$ cat config.mk
export PLATFORM = sky130hd
export DESIGN_NAME = pmf_top
export DESIGN_NICKNAME = d
export VERILOG_FILES = /design/src/hdl/pmf_pkg.sv /design/src/hdl/pmf_top.sv
export VERILOG_INCLUDE_DIRS = /design/src /design/src/hdl
export SDC_FILE = /design/constraint.sdc
export NUM_CORES = 1
export LEC_CHECK = 0
export ABC_CLOCK_PERIOD_IN_PS = 11500
export BUFFER_PORTS_ARGS = -buffer_cell sky130_fd_sc_hd__buf_2
export CELL_PAD_IN_SITES_DETAIL_PLACEMENT = 1
export CELL_PAD_IN_SITES_GLOBAL_PLACEMENT = 2
export CORE_ASPECT_RATIO = 1.5
export CORE_MARGIN = 2
export CORE_UTILIZATION = 37
export CTS_CLUSTER_SIZE = 8
export DETAILED_ROUTE_END_ITERATION = 7
export PLACE_DENSITY = 0.88
export SLEW_MARGIN = 20
export SYNTH_ARGS = -nofsm -noshare
export SYNTH_HDL_FRONTEND = slang
export SYNTH_SLANG_ARGS = --single-unit
$ cat constraint.sdc
create_clock -name REF_CLK -period 11.5 [get_ports REF_CLK]
set_input_delay 0.575 -clock REF_CLK [delete_from_list [all_inputs] [get_ports REF_CLK]]
set_output_delay 0.575 -clock REF_CLK [all_outputs]
set_load 0.02 [all_outputs]
$ cat src/hdl/pmf_map.svh
// register offsets, field positions and reset values of the port mirror filter
`ifndef PMF_MAP_SVH
`define PMF_MAP_SVH
`define PMF_OFS_CAP_CTRL  12'h000
`define PMF_OFS_IN_CTRL   12'h004
`define PMF_OFS_IN_DIV    12'h008
`define PMF_OFS_IN_MAC_L  12'h00c
`define PMF_OFS_IN_MAC_H  12'h010
`define PMF_OFS_OUT_CTRL  12'h014
`define PMF_OFS_OUT_DIV   12'h018
`define PMF_OFS_OUT_MAC_L 12'h01c
`define PMF_OFS_OUT_MAC_H 12'h020
`define PMF_OFS_STATUS    12'h024
`define PMF_BIT_MIR_EN    0
`define PMF_CAP_LSB       8
`define PMF_MASK_LSB      0
`define PMF_FSEL_LSB      8
`define PMF_DEN_BIT       10
`define PMF_STAT_OUT_LSB  16
`define PMF_FSEL_ALL      2'h0
`define PMF_FSEL_DA       2'h1
`define PMF_FSEL_SA       2'h2
`define PMF_RST_WORD      32'h0000_0000
`endif

$ cat src/hdl/pmf_pkg.sv
// types shared by the port mirror filter
package pmf_pkg;
    localparam int PORT_W = 3;
    localparam int NPORT  = 8;
    typedef logic [NPORT-1:0] pmf_map_t;
    typedef struct packed {
        logic [PORT_W-1:0] port;
        logic [47:0]       da;
        logic [47:0]       sa;
    } pmf_desc_s;
endpackage : pmf_pkg

$ cat src/hdl/pmf_top.sv
// port mirror filter: port mask, address match and divider stages with apb registers
//
// Register access over APB and the address map are this design's own decisions.
`include "pmf_map.svh"
`timescale 1ns/10ps
`default_nettype none
module pmf_top #(
    parameter int DIV_W = 10
) (
    input  wire logic              REF_CLK,      // core clock, 25 mhz
    input  wire logic              RSTN,         // synchronous reset, active low
    input  wire logic              PSEL,         // apb select
    input  wire logic              PENABLE,      // apb access phase
    input  wire logic              PWRITE,       // apb write
    input  wire logic [11:0]       PADDR,        // apb byte address
    input  wire logic [31:0]       PWDATA,       // apb write data
    output logic      [31:0]       PRDATA,       // apb read data
    output logic                   PREADY,       // apb ready
    output logic                   PSLVERR,      // apb error, unmapped address
    input  wire logic              RX_VALID,     // received frame descriptor valid
    input  wire pmf_pkg::pmf_desc_s RX_DESC,     // received frame port and addresses
    input  wire pmf_pkg::pmf_map_t RX_FWD_MAP,   // normal forwarding map of received frame
    output logic                   RX_OUT_VALID, // received frame decision valid
    output pmf_pkg::pmf_map_t      RX_OUT_MAP,   // forwarding map, unchanged
    output pmf_pkg::pmf_map_t      RX_MIR_MAP,   // capture port copy map
    input  wire logic              TX_VALID,     // transmitted frame descriptor valid
    input  wire pmf_pkg::pmf_desc_s TX_DESC,     // transmitted frame port and addresses
    output logic                   TX_OUT_VALID, // transmitted frame decision valid
    output pmf_pkg::pmf_map_t      TX_MIR_MAP    // capture port copy map
);
    logic                         mir_en_r;
    logic [pmf_pkg::PORT_W-1:0]   cap_r;
    pmf_pkg::pmf_map_t            mask_r [2];
    logic [1:0]                   fsel_r [2];
    logic                         den_r  [2];
    logic [DIV_W-1:0]             div_r  [2];
    logic [47:0]                  mac_r  [2];
    logic [DIV_W-1:0]             cnt_r  [2];
    logic                         vld    [2];
    pmf_pkg::pmf_desc_s           desc   [2];
    logic                         pass   [2];
    logic                         keep   [2];
    pmf_pkg::pmf_map_t            cap_map;
    logic                         wr_en;
    logic [31:0]                  rd_nxt;
    logic                         hit;

    assign vld[0]  = RX_VALID;
    assign vld[1]  = TX_VALID;
    assign desc[0] = RX_DESC;
    assign desc[1] = TX_DESC;
    assign cap_map = pmf_pkg::pmf_map_t'(1) << cap_r;

    // apb: setup cycle prepares the answer, first access cycle completes it
    assign wr_en = PSEL && PENABLE && PREADY && PWRITE;

    always_comb
    begin
        hit    = 1'b1;
        rd_nxt = 32'h0;
        unique case (PADDR)
            `PMF_OFS_CAP_CTRL:  rd_nxt = {21'h0, cap_r, 7'h0, mir_en_r};
            `PMF_OFS_IN_CTRL:   rd_nxt = {21'h0, den_r[0], fsel_r[0], mask_r[0]};
            `PMF_OFS_IN_DIV:    rd_nxt = 32'(div_r[0]);
            `PMF_OFS_IN_MAC_L:  rd_nxt = mac_r[0][31:0];
            `PMF_OFS_IN_MAC_H:  rd_nxt = {16'h0, mac_r[0][47:32]};
            `PMF_OFS_OUT_CTRL:  rd_nxt = {21'h0, den_r[1], fsel_r[1], mask_r[1]};
            `PMF_OFS_OUT_DIV:   rd_nxt = 32'(div_r[1]);
            `PMF_OFS_OUT_MAC_L: rd_nxt = mac_r[1][31:0];
            `PMF_OFS_OUT_MAC_H: rd_nxt = {16'h0, mac_r[1][47:32]};
            `PMF_OFS_STATUS:    rd_nxt = {6'h0, cnt_r[1], 6'h0, cnt_r[0]};
            default:            hit    = 1'b0;
        endcase
    end

    always_ff @(posedge REF_CLK)
    begin
        if (!RSTN)
        begin
            PREADY  <= 1'b0;
            PSLVERR <= 1'b0;
            PRDATA  <= `PMF_RST_WORD;
        end
        else
        begin
            PREADY  <= PSEL && !PENABLE;
            PSLVERR <= PSEL && !PENABLE && !hit;
            if (PSEL && !PENABLE)
                PRDATA <= PWRITE ? 32'h0 : rd_nxt;
        end
    end

    always_ff @(posedge REF_CLK)
    begin
        if (!RSTN)
        begin
            mir_en_r <= 1'b0;
            cap_r    <= '0;
        end
        else if (wr_en && PADDR == `PMF_OFS_CAP_CTRL)
        begin
            mir_en_r <= PWDATA[`PMF_BIT_MIR_EN];
            cap_r    <= PWDATA[`PMF_CAP_LSB +: pmf_pkg::PORT_W];
        end
    end

    // one filter chain per direction: 0 is ingress, 1 is egress
    for (genvar d = 0; d < 2; d++)
    begin : g_dir
        localparam logic [11:0] OFS_CTRL = (d == 0) ? `PMF_OFS_IN_CTRL : `PMF_OFS_OUT_CTRL;
        localparam logic [11:0] OFS_DIV  = (d == 0) ? `PMF_OFS_IN_DIV : `PMF_OFS_OUT_DIV;
        localparam logic [11:0] OFS_ML   = (d == 0) ? `PMF_OFS_IN_MAC_L : `PMF_OFS_OUT_MAC_L;
        localparam logic [11:0] OFS_MH   = (d == 0) ? `PMF_OFS_IN_MAC_H : `PMF_OFS_OUT_MAC_H;
        logic addr_ok;

        always_comb
        begin
            unique case (fsel_r[d])
                `PMF_FSEL_DA: addr_ok = (desc[d].da == mac_r[d]);
                `PMF_FSEL_SA: addr_ok = (desc[d].sa == mac_r[d]);
                default:      addr_ok = 1'b1;
            endcase
        end

        // mask first, then address; divider only sees survivors of both
        assign pass[d] = vld[d] && mir_en_r && mask_r[d][desc[d].port] && addr_ok;
        // a divisor lowered below the running count still closes the cycle
        assign keep[d] = pass[d] && (!den_r[d] || cnt_r[d] >= div_r[d]);

        always_ff @(posedge REF_CLK)
        begin
            if (!RSTN)
            begin
                mask_r[d] <= '0;
                fsel_r[d] <= `PMF_FSEL_ALL;
                den_r[d]  <= 1'b0;
            end
            else if (wr_en && PADDR == OFS_CTRL)
            begin
                mask_r[d] <= PWDATA[`PMF_MASK_LSB +: pmf_pkg::NPORT];
                fsel_r[d] <= PWDATA[`PMF_FSEL_LSB +: 2];
                den_r[d]  <= PWDATA[`PMF_DEN_BIT];
            end
        end

        always_ff @(posedge REF_CLK)
        begin
            if (!RSTN)
                div_r[d] <= '0;
            else if (wr_en && PADDR == OFS_DIV)
                div_r[d] <= PWDATA[DIV_W-1:0];
        end

        always_ff @(posedge REF_CLK)
        begin
            if (!RSTN)
                mac_r[d] <= 48'h0;
            else if (wr_en && PADDR == OFS_ML)
                mac_r[d][31:0] <= PWDATA;
            else if (wr_en && PADDR == OFS_MH)
                mac_r[d][47:32] <= PWDATA[15:0];
        end

        // one shared count per direction, whatever port the frame came from
        always_ff @(posedge REF_CLK)
        begin
            if (!RSTN || !den_r[d])
                cnt_r[d] <= '0;
            else if (keep[d])
                cnt_r[d] <= '0;
            else if (pass[d])
                cnt_r[d] <= cnt_r[d] + DIV_W'(1);
        end
    end

    always_ff @(posedge REF_CLK)
    begin
        if (!RSTN)
        begin
            RX_OUT_VALID <= 1'b0;
            RX_OUT_MAP   <= '0;
            RX_MIR_MAP   <= '0;
            TX_OUT_VALID <= 1'b0;
            TX_MIR_MAP   <= '0;
        end
        else
        begin
            RX_OUT_VALID <= RX_VALID;
            RX_OUT_MAP   <= RX_VALID ? RX_FWD_MAP : '0;
            RX_MIR_MAP   <= keep[0] ? cap_map : '0;
            TX_OUT_VALID <= TX_VALID;
            TX_MIR_MAP   <= keep[1] ? cap_map : '0;
        end
    end
endmodule : pmf_top
`default_nettype wire

==> summary by stage, run 1 <==
Outcome
The run finished with clean final reports.

Pwr
The power per cell area is 126 mW/mm^2. Across the VDD grid, the largest voltage drop is 0.000109 V. The design draws 1890 uW.

Summed over all cells, the static leakage comes to 0.00622 uW.

Detailed routing
The count of antenna-violating nets left after detailed routing is 0. After detailed routing, the number of vias per cell comes to 5.68. The first-iteration detailed-routing DRC count is 729.

For this block, the routed nets add up to 48,600 um of wire. For this block, the via count after detailed routing is 10.3k. The number of detailed-route iterations in the first pass is 7. After detailed routing, the average wire length per cell comes to 26.8 um.

After detailed routing, the number of remaining DRC violations is 0.

Floorplanning
The die covers 0.0344 mm^2. The die is 152 um wide. The number of top-level pins is 317.

The row count is 81. The starting density of the core is 0.374. The placeable core region is 0.0325 mm^2. The height of the die is 226 um.

Placed design
Detailed placement finished with a half-perimeter wire length of 37,800 um. The total instance count after detailed placement is 1,758. Buffers placed on the I/O ports in this run total 316.

The last weighted congestion value of the routability-driven placer is 0.916.

GRT
The total overflow reported by the global router is 0. The wire length of the first global-routing pass is 70,100 um. The number of antenna violations at the first check in global routing is 3. The pin count of the biggest net entering global routing is 49.

The number of global-route vias before repair was 11.0k. The combined global-route utilization of all metal layers is 0.275.

Synth
The synthesized design contains 222 register bits. The net count after synthesis is 1,343. The mapped netlist covers 0.0122 mm^2. The cell taking the most area after synthesis is sky130_fd_sc_hd__edfxtp_1. The most frequently used cell type in the post-synthesis netlist is sky130_fd_sc_hd__edfxtp_1.

Ranked by total cell area, the synthesized netlist is headed by sky130_fd_sc_hd__edfxtp_1 (39%), sky130_fd_sc_hd__dfxtp_1 (11%), sky130_fd_sc_hd__mux2i_1 (8.4%). For this run, the leading register cell type out of synthesis is sky130_fd_sc_hd__edfxtp_1. The post-synthesis cell type count is 58. Of the post-synthesis cell area, the dominant cell type holds 0.388. For this run, asynchronously set or reset flops after synthesis account for 0. Counting flops with a built-in enable in the synthesized netlist gives 157. Yosys printed 0 warnings. Synthesis produced 1,062 cells. The commonest cells after synthesis are sky130_fd_sc_hd__edfxtp_1 (157), sky130_fd_sc_hd__and2_1 (153), sky130_fd_sc_hd__xor2_1 (104). Each instance of the synthesized netlist takes up on average 11.5 um^2. The proportion of synthesized chip area in sequential cells is 0.495.

Clocking
The clock transition at the registers of the reported paths is 50 ps. The post-cts hold buffer count is 0. The clock passes through at most 3 buffers. The sink count of the clock tree is 222. After clock tree synthesis, the setup repair step added 0 buffers. The root buffer cell chosen for the clock tree is sky130_fd_sc_hd__clkbuf_16. The clock latency on the worst-skew pair is 570 ps. The clock buffer count from CTS is 31.

CTS built an H-tree with a depth of 1. The post-CTS resize count is 0. The clock tree from TritonCTS is done.

Setup path
At the worst endpoint, the arrival time is 4430 ps. Among all stages on the critical path, the largest delay is contributed by sky130_fd_sc_hd__o211ai_1. STA classifies the critical path startpoint as a register. The largest delay contributor family on the critical path is compound AO/OA/AOI/OAI gates. At the worst endpoint, the required time is 11,670 ps.

The top fanout value on the critical path is 39. The endpoint class of the critical path is a register. Walking the worst path, the cells encountered are inv_1, ha_2, buf_4, mux2i_1, xor2_1, nand4_1, nor4_1, a31oi_4, o211ai_1.

The type of the worst setup path is register to register. The internal reg-to-reg setup slack is 7250 ps. The sum of buffers and inverters on the critical path is 2. For this run, the slowest stage of the critical path takes 830 ps.

STA
The slew at the pin closest to its max-slew limit is 1030 ps. The routed design could run at a clock period as short as 4250 ps. The post-route clock period utilization is 0.370. The max-slew violation count came to 0. The hold violation count in the final report is 0. Setup repair after global routing left no endpoint under its margin. The highest clock frequency the design can meet is 235 MHz. Hold timing on the final database bottoms out at a slack of 245 ps.

Summed over all failing endpoints, the final setup total negative slack is 0 ps. Setup violations remaining at the end of the flow were counted as 0. The final worst clock skew is 24.9 ps. The relative max-transition margin is 0.314.

Cells and area
The total number of nets in the final design is 1,657. The finished layout holds 1,818 standard cells, fillers aside. Relative to the synthesized area, the layout overhead comes to 23.5%.

The layout cell share with drive strength beyond 1 is 0.288. For this run, the share of the core covered by cells in the final layout is 0.462.

Hold path
The worst min-delay path class is input pin to register.

Run
Max-cap violations in this run came to 0.
-- stage by stage --
| step | setup WS [ps] | area, um^2 |
|---|---|---|
| after floorplan | 7140 | 12200 |
| after global placement | 7350 | 14100 |
| after detailed placement | 7230 | 14100 |
| after CTS | 7200 | 15000 |
| after global routing | 6870 | 15000 |
| final | 7250 | 15000 |
-- flip-flops by register name, indices dropped and copies added (netlist names), 2 cells and up --
name / cells
div_r: 20
mask_r: 16
cap_r: 3
RX_MIR_MAP: 8
TX_MIR_MAP: 8
mac_r: 96
PRDATA: 32
den_r: 2
fsel_r: 4
RX_OUT_MAP: 8
cnt_r: 20
-- cell families (layout without fill, tap and decap cells) --
group | after synthesis | count (layout) | share of synthesized area
buffers and inverters | 81 | 418 | 0.0337
flip-flops | 222 | 222 | 0.495
AO/OA/AOI/OAI | 142 | 142 | 0.0920
adder cells (fa/ha/maj) | 24 | 24 | 0.0247
multiplexers | 107 | 107 | 0.0923
other | 0 | 4 | 0
AND/OR/NAND/NOR | 374 | 374 | 0.182
XOR/XNOR | 112 | 112 | 0.0807
-- placed cells by master (no fill, tap or decap), types with 6 or more instances in the layout --
| cell type | Yosys | routed |
|---|---|---|
| sky130_fd_sc_hd__a21oi_1 | 12 | 12 |
| sky130_fd_sc_hd__nor2_1 | 28 | 27 |
| sky130_fd_sc_hd__ha_1 | 24 | 22 |
| sky130_fd_sc_hd__mux2i_1 | 102 | 102 |
| sky130_fd_sc_hd__clkbuf_16 | 0 | 31 |
| sky130_fd_sc_hd__nand2_1 | 48 | 48 |
| sky130_fd_sc_hd__o21ai_0 | 20 | 18 |
| sky130_fd_sc_hd__nand4_1 | 29 | 29 |
| sky130_fd_sc_hd__xor2_1 | 104 | 104 |
| sky130_fd_sc_hd__inv_1 | 27 | 27 |
| sky130_fd_sc_hd__a222oi_1 | 23 | 23 |
| sky130_fd_sc_hd__clkbuf_1 | 31 | 23 |
| sky130_fd_sc_hd__dfxtp_1 | 65 | 65 |
| sky130_fd_sc_hd__edfxtp_1 | 157 | 157 |
| sky130_fd_sc_hd__a221oi_1 | 9 | 9 |
| sky130_fd_sc_hd__a21o_1 | 9 | 9 |
| sky130_fd_sc_hd__a2bb2oi_1 | 7 | 7 |
| sky130_fd_sc_hd__nand2b_1 | 7 | 7 |
| sky130_fd_sc_hd__a32o_1 | 10 | 10 |
| sky130_fd_sc_hd__xnor2_1 | 8 | 8 |
| sky130_fd_sc_hd__and3_1 | 11 | 11 |
| sky130_fd_sc_hd__and2_1 | 153 | 153 |
| sky130_fd_sc_hd__nor4_2 | 5 | 6 |
| sky130_fd_sc_hd__buf_4 | 2 | 19 |
| sky130_fd_sc_hd__nor3_1 | 31 | 30 |
| sky130_fd_sc_hd__nor4_1 | 10 | 9 |
| sky130_fd_sc_hd__buf_2 | 10 | 316 |
| sky130_fd_sc_hd__nand3_1 | 21 | 21 |
| sky130_fd_sc_hd__nor3_2 | 6 | 7 |
| sky130_fd_sc_hd__o22ai_1 | 6 | 6 |
| sky130_fd_sc_hd__a22oi_1 | 25 | 25 |
-- path summary, 6_finish.rpt --
check | startpoint | end | cells after the start
worst min-delay path | RX_FWD_MAP[4] | RX_OUT_MAP[4] | 2
worst max-delay path | fsel_r[0][0] | cnt_r[0][1] | 9
worst max register to register | fsel_r[0][0] | cnt_r[0][1] | 9
worst min register to register | PRDATA[15] | PRDATA[15] | 2
-- cell type report --
cell class | count | area, um^2
clock buffer | 55 | 876
antenna | 4 | 10.0
timing repair buffer | 335 | 1720
clock inverter | 1 | 8.76
fill | 3672 | 17500
sequential | 222 | 6020
multi-input combinational | 759 | 5760
tap | 415 | 519
inverter | 27 | 101
-- routing by layer --
| metal | track usage | part of all wire | up-vias |
|---|---|---|---|
| met1 | 0.293 | 0.34 | 5134 |
| met3 | 0.0361 | 0.061 | 115 |
| li1 | - | - | 4577 |
| met5 | 0 | 0 | - |
| met2 | 0.514 | 0.53 | 502 |
| met4 | 0.167 | 0.063 | 0 |
-- where the power goes --
group          internal [uW]  switching (uW)
Sequential               869            16.7
Combinational           67.9            96.7
Clock                    506             339
No activity file was read; power rests on OpenSTA's default activity.
==> run 2: changes to the inputs <==
Settings changed: ABC_CLOCK_PERIOD_IN_PS 11500 to 4200, CORE_UTILIZATION 37 to 34, PLACE_DENSITY 0.88 to 0.82.
Clock period 11.5 ns to 4.2 ns, I/O delays scaled along.
==> run 2 against run 1 <==
  * Sequential cell count unchanged
  * Die area increased by 8.6%
  * Final area is 2.7% higher
  * Critical path depth grew 1
  * Non-clock buffer count increased by 34
  * Sequential share of layout area is 1.1 points lower
  * Power rose to 2.7 times the previous value
  * Worst setup slack worse by 6600 ps
  * Core utilization is 2.3 points lower
  * Clock-buffer cell count shrank 1
  * Critical endpoint is now cnt_r[1][1]
  * First-iteration DRC count increased by 12%
  * Register-to-register slack got worse by 6600 ps
==> summary by stage, run 2 (synthesis results as in run 1) <==
Hold path
In this run the most critical hold path is launched from PWDATA[13]. The destination of the worst hold path is mac_r[0][13]. The worst min-delay path class is input pin to register. The number of stages on the worst hold path is 2.

Detailed routing
The number of detailed-route iterations in the first pass is 7. The per-cell routed wire length is 25.6 um. The total routed wirelength is 48,800 um. In the routed design, unresolved DRC markers number 0. The final route contains 10.2k vias. The detailed router finished its first iteration with 817 violations.

The detail route stage leaves a number of antenna-violating nets equal to 0. The average vias per placed instance is 5.33.

STA
The final setup TNS is 0 ps. The final setup violation count is 0. The final worst clock skew is 32.7 ps.

The final critical path time including I/O delays and setup is 3560 ps. The max-slew violation count is 0. The highest clock frequency the design can meet is 281 MHz.

The relative max-transition margin is 0.252. The hold violation count in the final report is 0. Setup repair after global routing left no endpoint under its margin.

The slew at the pin closest to its max-slew limit is 1110 ps. The worst slack on hold paths is 28.4 ps. Of the available clock period, the critical path in the final layout requires 0.847.

Placed design
Routability-driven placement finished with a final weighted congestion of 0.906. Once detailed placement completed, the half-perimeter wirelength came to 38,400 um. The placed instances occupy a cell area of 0.0143 mm^2. The count of buffers added on input and output ports is 316.

Cells and area
The most frequent standard cell in the layout excluding fill and tap cells is sky130_fd_sc_hd__buf_2. The number of flip-flops in the largest register is 96. The final non-filler cell area is 0.0154 mm^2. The layout cell share with drive strength beyond 1 is 0.287. The area growth from synthesis to layout is 26.9%.

The total number of nets in the final design is 1,691. The final-layout fill cell count is 3,924. Counting flops per register, the top entry is mac_r. In the final layout, the registers with the most flip-flops are mac_r x96, PRDATA x32. The library cells used most frequently in the layout, excluding fill and tap cells, are sky130_fd_sc_hd__buf_2 (316), sky130_fd_sc_hd__edfxtp_1 (157), sky130_fd_sc_hd__and2_1 (153).

Floorplanning
Pin placement for this block handled 317 I/O pins. The floorplan die width is 158 um. The height of the die is 236 um. The row count is 84.

The total area inside the core boundary comes to 0.0352 mm^2. The die covers 0.0373 mm^2. The starting density of the core is 0.345.

Setup path
Tracing the worst setup path back leads to its startpoint at fsel_r[1][0]. The type of the worst setup path is register to register. STA puts the critical path data arrival time at 3810 ps. In this run the critical register-to-register path is launched from fsel_r[1][0]. The critical path data required time is 4450 ps. Traced cell by cell, the critical path runs through inv_1, ha_2, buf_12, mux2i_1, xor2_1, nand4_1, nor4_4, a31oi_4, o211ai_1, buf_4. The top fanout value on the critical path is 24. The sum of buffers and inverters on the critical path is 3. The terminus of the critical flop-to-flop path is cnt_r[1][1].

The internal reg-to-reg setup slack is 640 ps. STA classifies the critical path startpoint as a register. The endpoint class of the critical path is a register. The largest delay contributor family on the critical path is adder cells. On the critical path, the stage with the largest delay is an instance of sky130_fd_sc_hd__ha_2.

The number of cells on the worst reg-to-reg path is 10. The largest single stage delay on the critical path is 670 ps.

GRT
For this run the aggregate overflow at the end of global routing stands at 0. The number of antenna violations at the first check in global routing is 3. The pin count of the biggest net entering global routing is 41. The first global-routing pass estimated 69,300 um of wire.

The number of global-route vias before repair was 10.8k. The combined global-route utilization of all metal layers is 0.255.

Clocking
The cell at the root of the clock tree is sky130_fd_sc_hd__clkbuf_16. The post-CTS resize count is 0. The clock transition at the registers of the reported paths is 50 ps. The clock tree from TritonCTS is done.

The sink count of the clock tree is 222. The number of buffers on the longest clock path is 3. The H-tree depth is 1. The number of clock buffers added by TritonCTS is 31. The clock latency on the worst-skew pair is 570 ps.

Pwr
In this run the power density over the cells is 336 mW/mm^2. The total design power is 5190 uW. Summed over all cells, the static leakage comes to 0.00637 uW. The maximum VDD drop is 0.000301 V.

Outcome
The flow ran to the end, and the final reports show no timing, DRC or antenna violations.

Run
The tool flagged a number of max-cap violations equal to 0.
-- run 2: worst max path at each step --
stage / to / slack, ps / depth (start not counted)
after floorplan: mac_r[0][0] / 210 / 4
after global placement: cnt_r[1][8] / 750 / 10
after detailed placement: cnt_r[1][7] / 620 / 10
after CTS: cnt_r[1][1] / 610 / 10
after global routing: cnt_r[1][1] / 430 / 10
final: cnt_r[1][1] / 640 / 10
-- run 2: through the flow --
step / setup WS (ps) / utilization / instances
detailed placement: 621 / 0.406 / 1823
global route: 434 / 0.438 / 1908
finish: 644 / 0.438 / 1908
floorplan: 208 / - / 1062
global placement: 747 / 0.406 / 1823
CTS: 606 / 0.438 / 1905
-- run 2: report_power, final --
part           total, uW  switching (uW)  internal (uW)
Combinational        469             266            203
Sequential          2430            45.5           2380
Clock               2290             927           1370
-- run 2: layout make-up --
class	count	area [um^2]	share of cell area
Sequential cell	222	6020	0.390
Multi-Input combinational cell	759	5770	0.374
Clock buffer	54	862	0.0559
Tap cell	473	592	0.0384
Clock inverter	1	8.76	0.000568
Inverter	27	101	0.00657
Antenna cell	3	7.51	0.000487
Timing Repair Buffer	369	2070	0.134
-- run 2: timing repair --
item	in CTS	in global routing
endpoints found under the hold margin	44	0
buffers inserted	0	0
hold buffers	27	0
endpoints found under the setup margin	0	0
-- run 2: metal layers --
metal	wire length (um)	part of all wire	vias to the layer above	GRT usage
li1	-	-	4656	-
met1	17600	0.36	5017	0.283
met2	26200	0.54	419	0.478
met3	2820	0.058	83	0.0300
met4	2240	0.046	0	0.114
met5	0	0	-	0
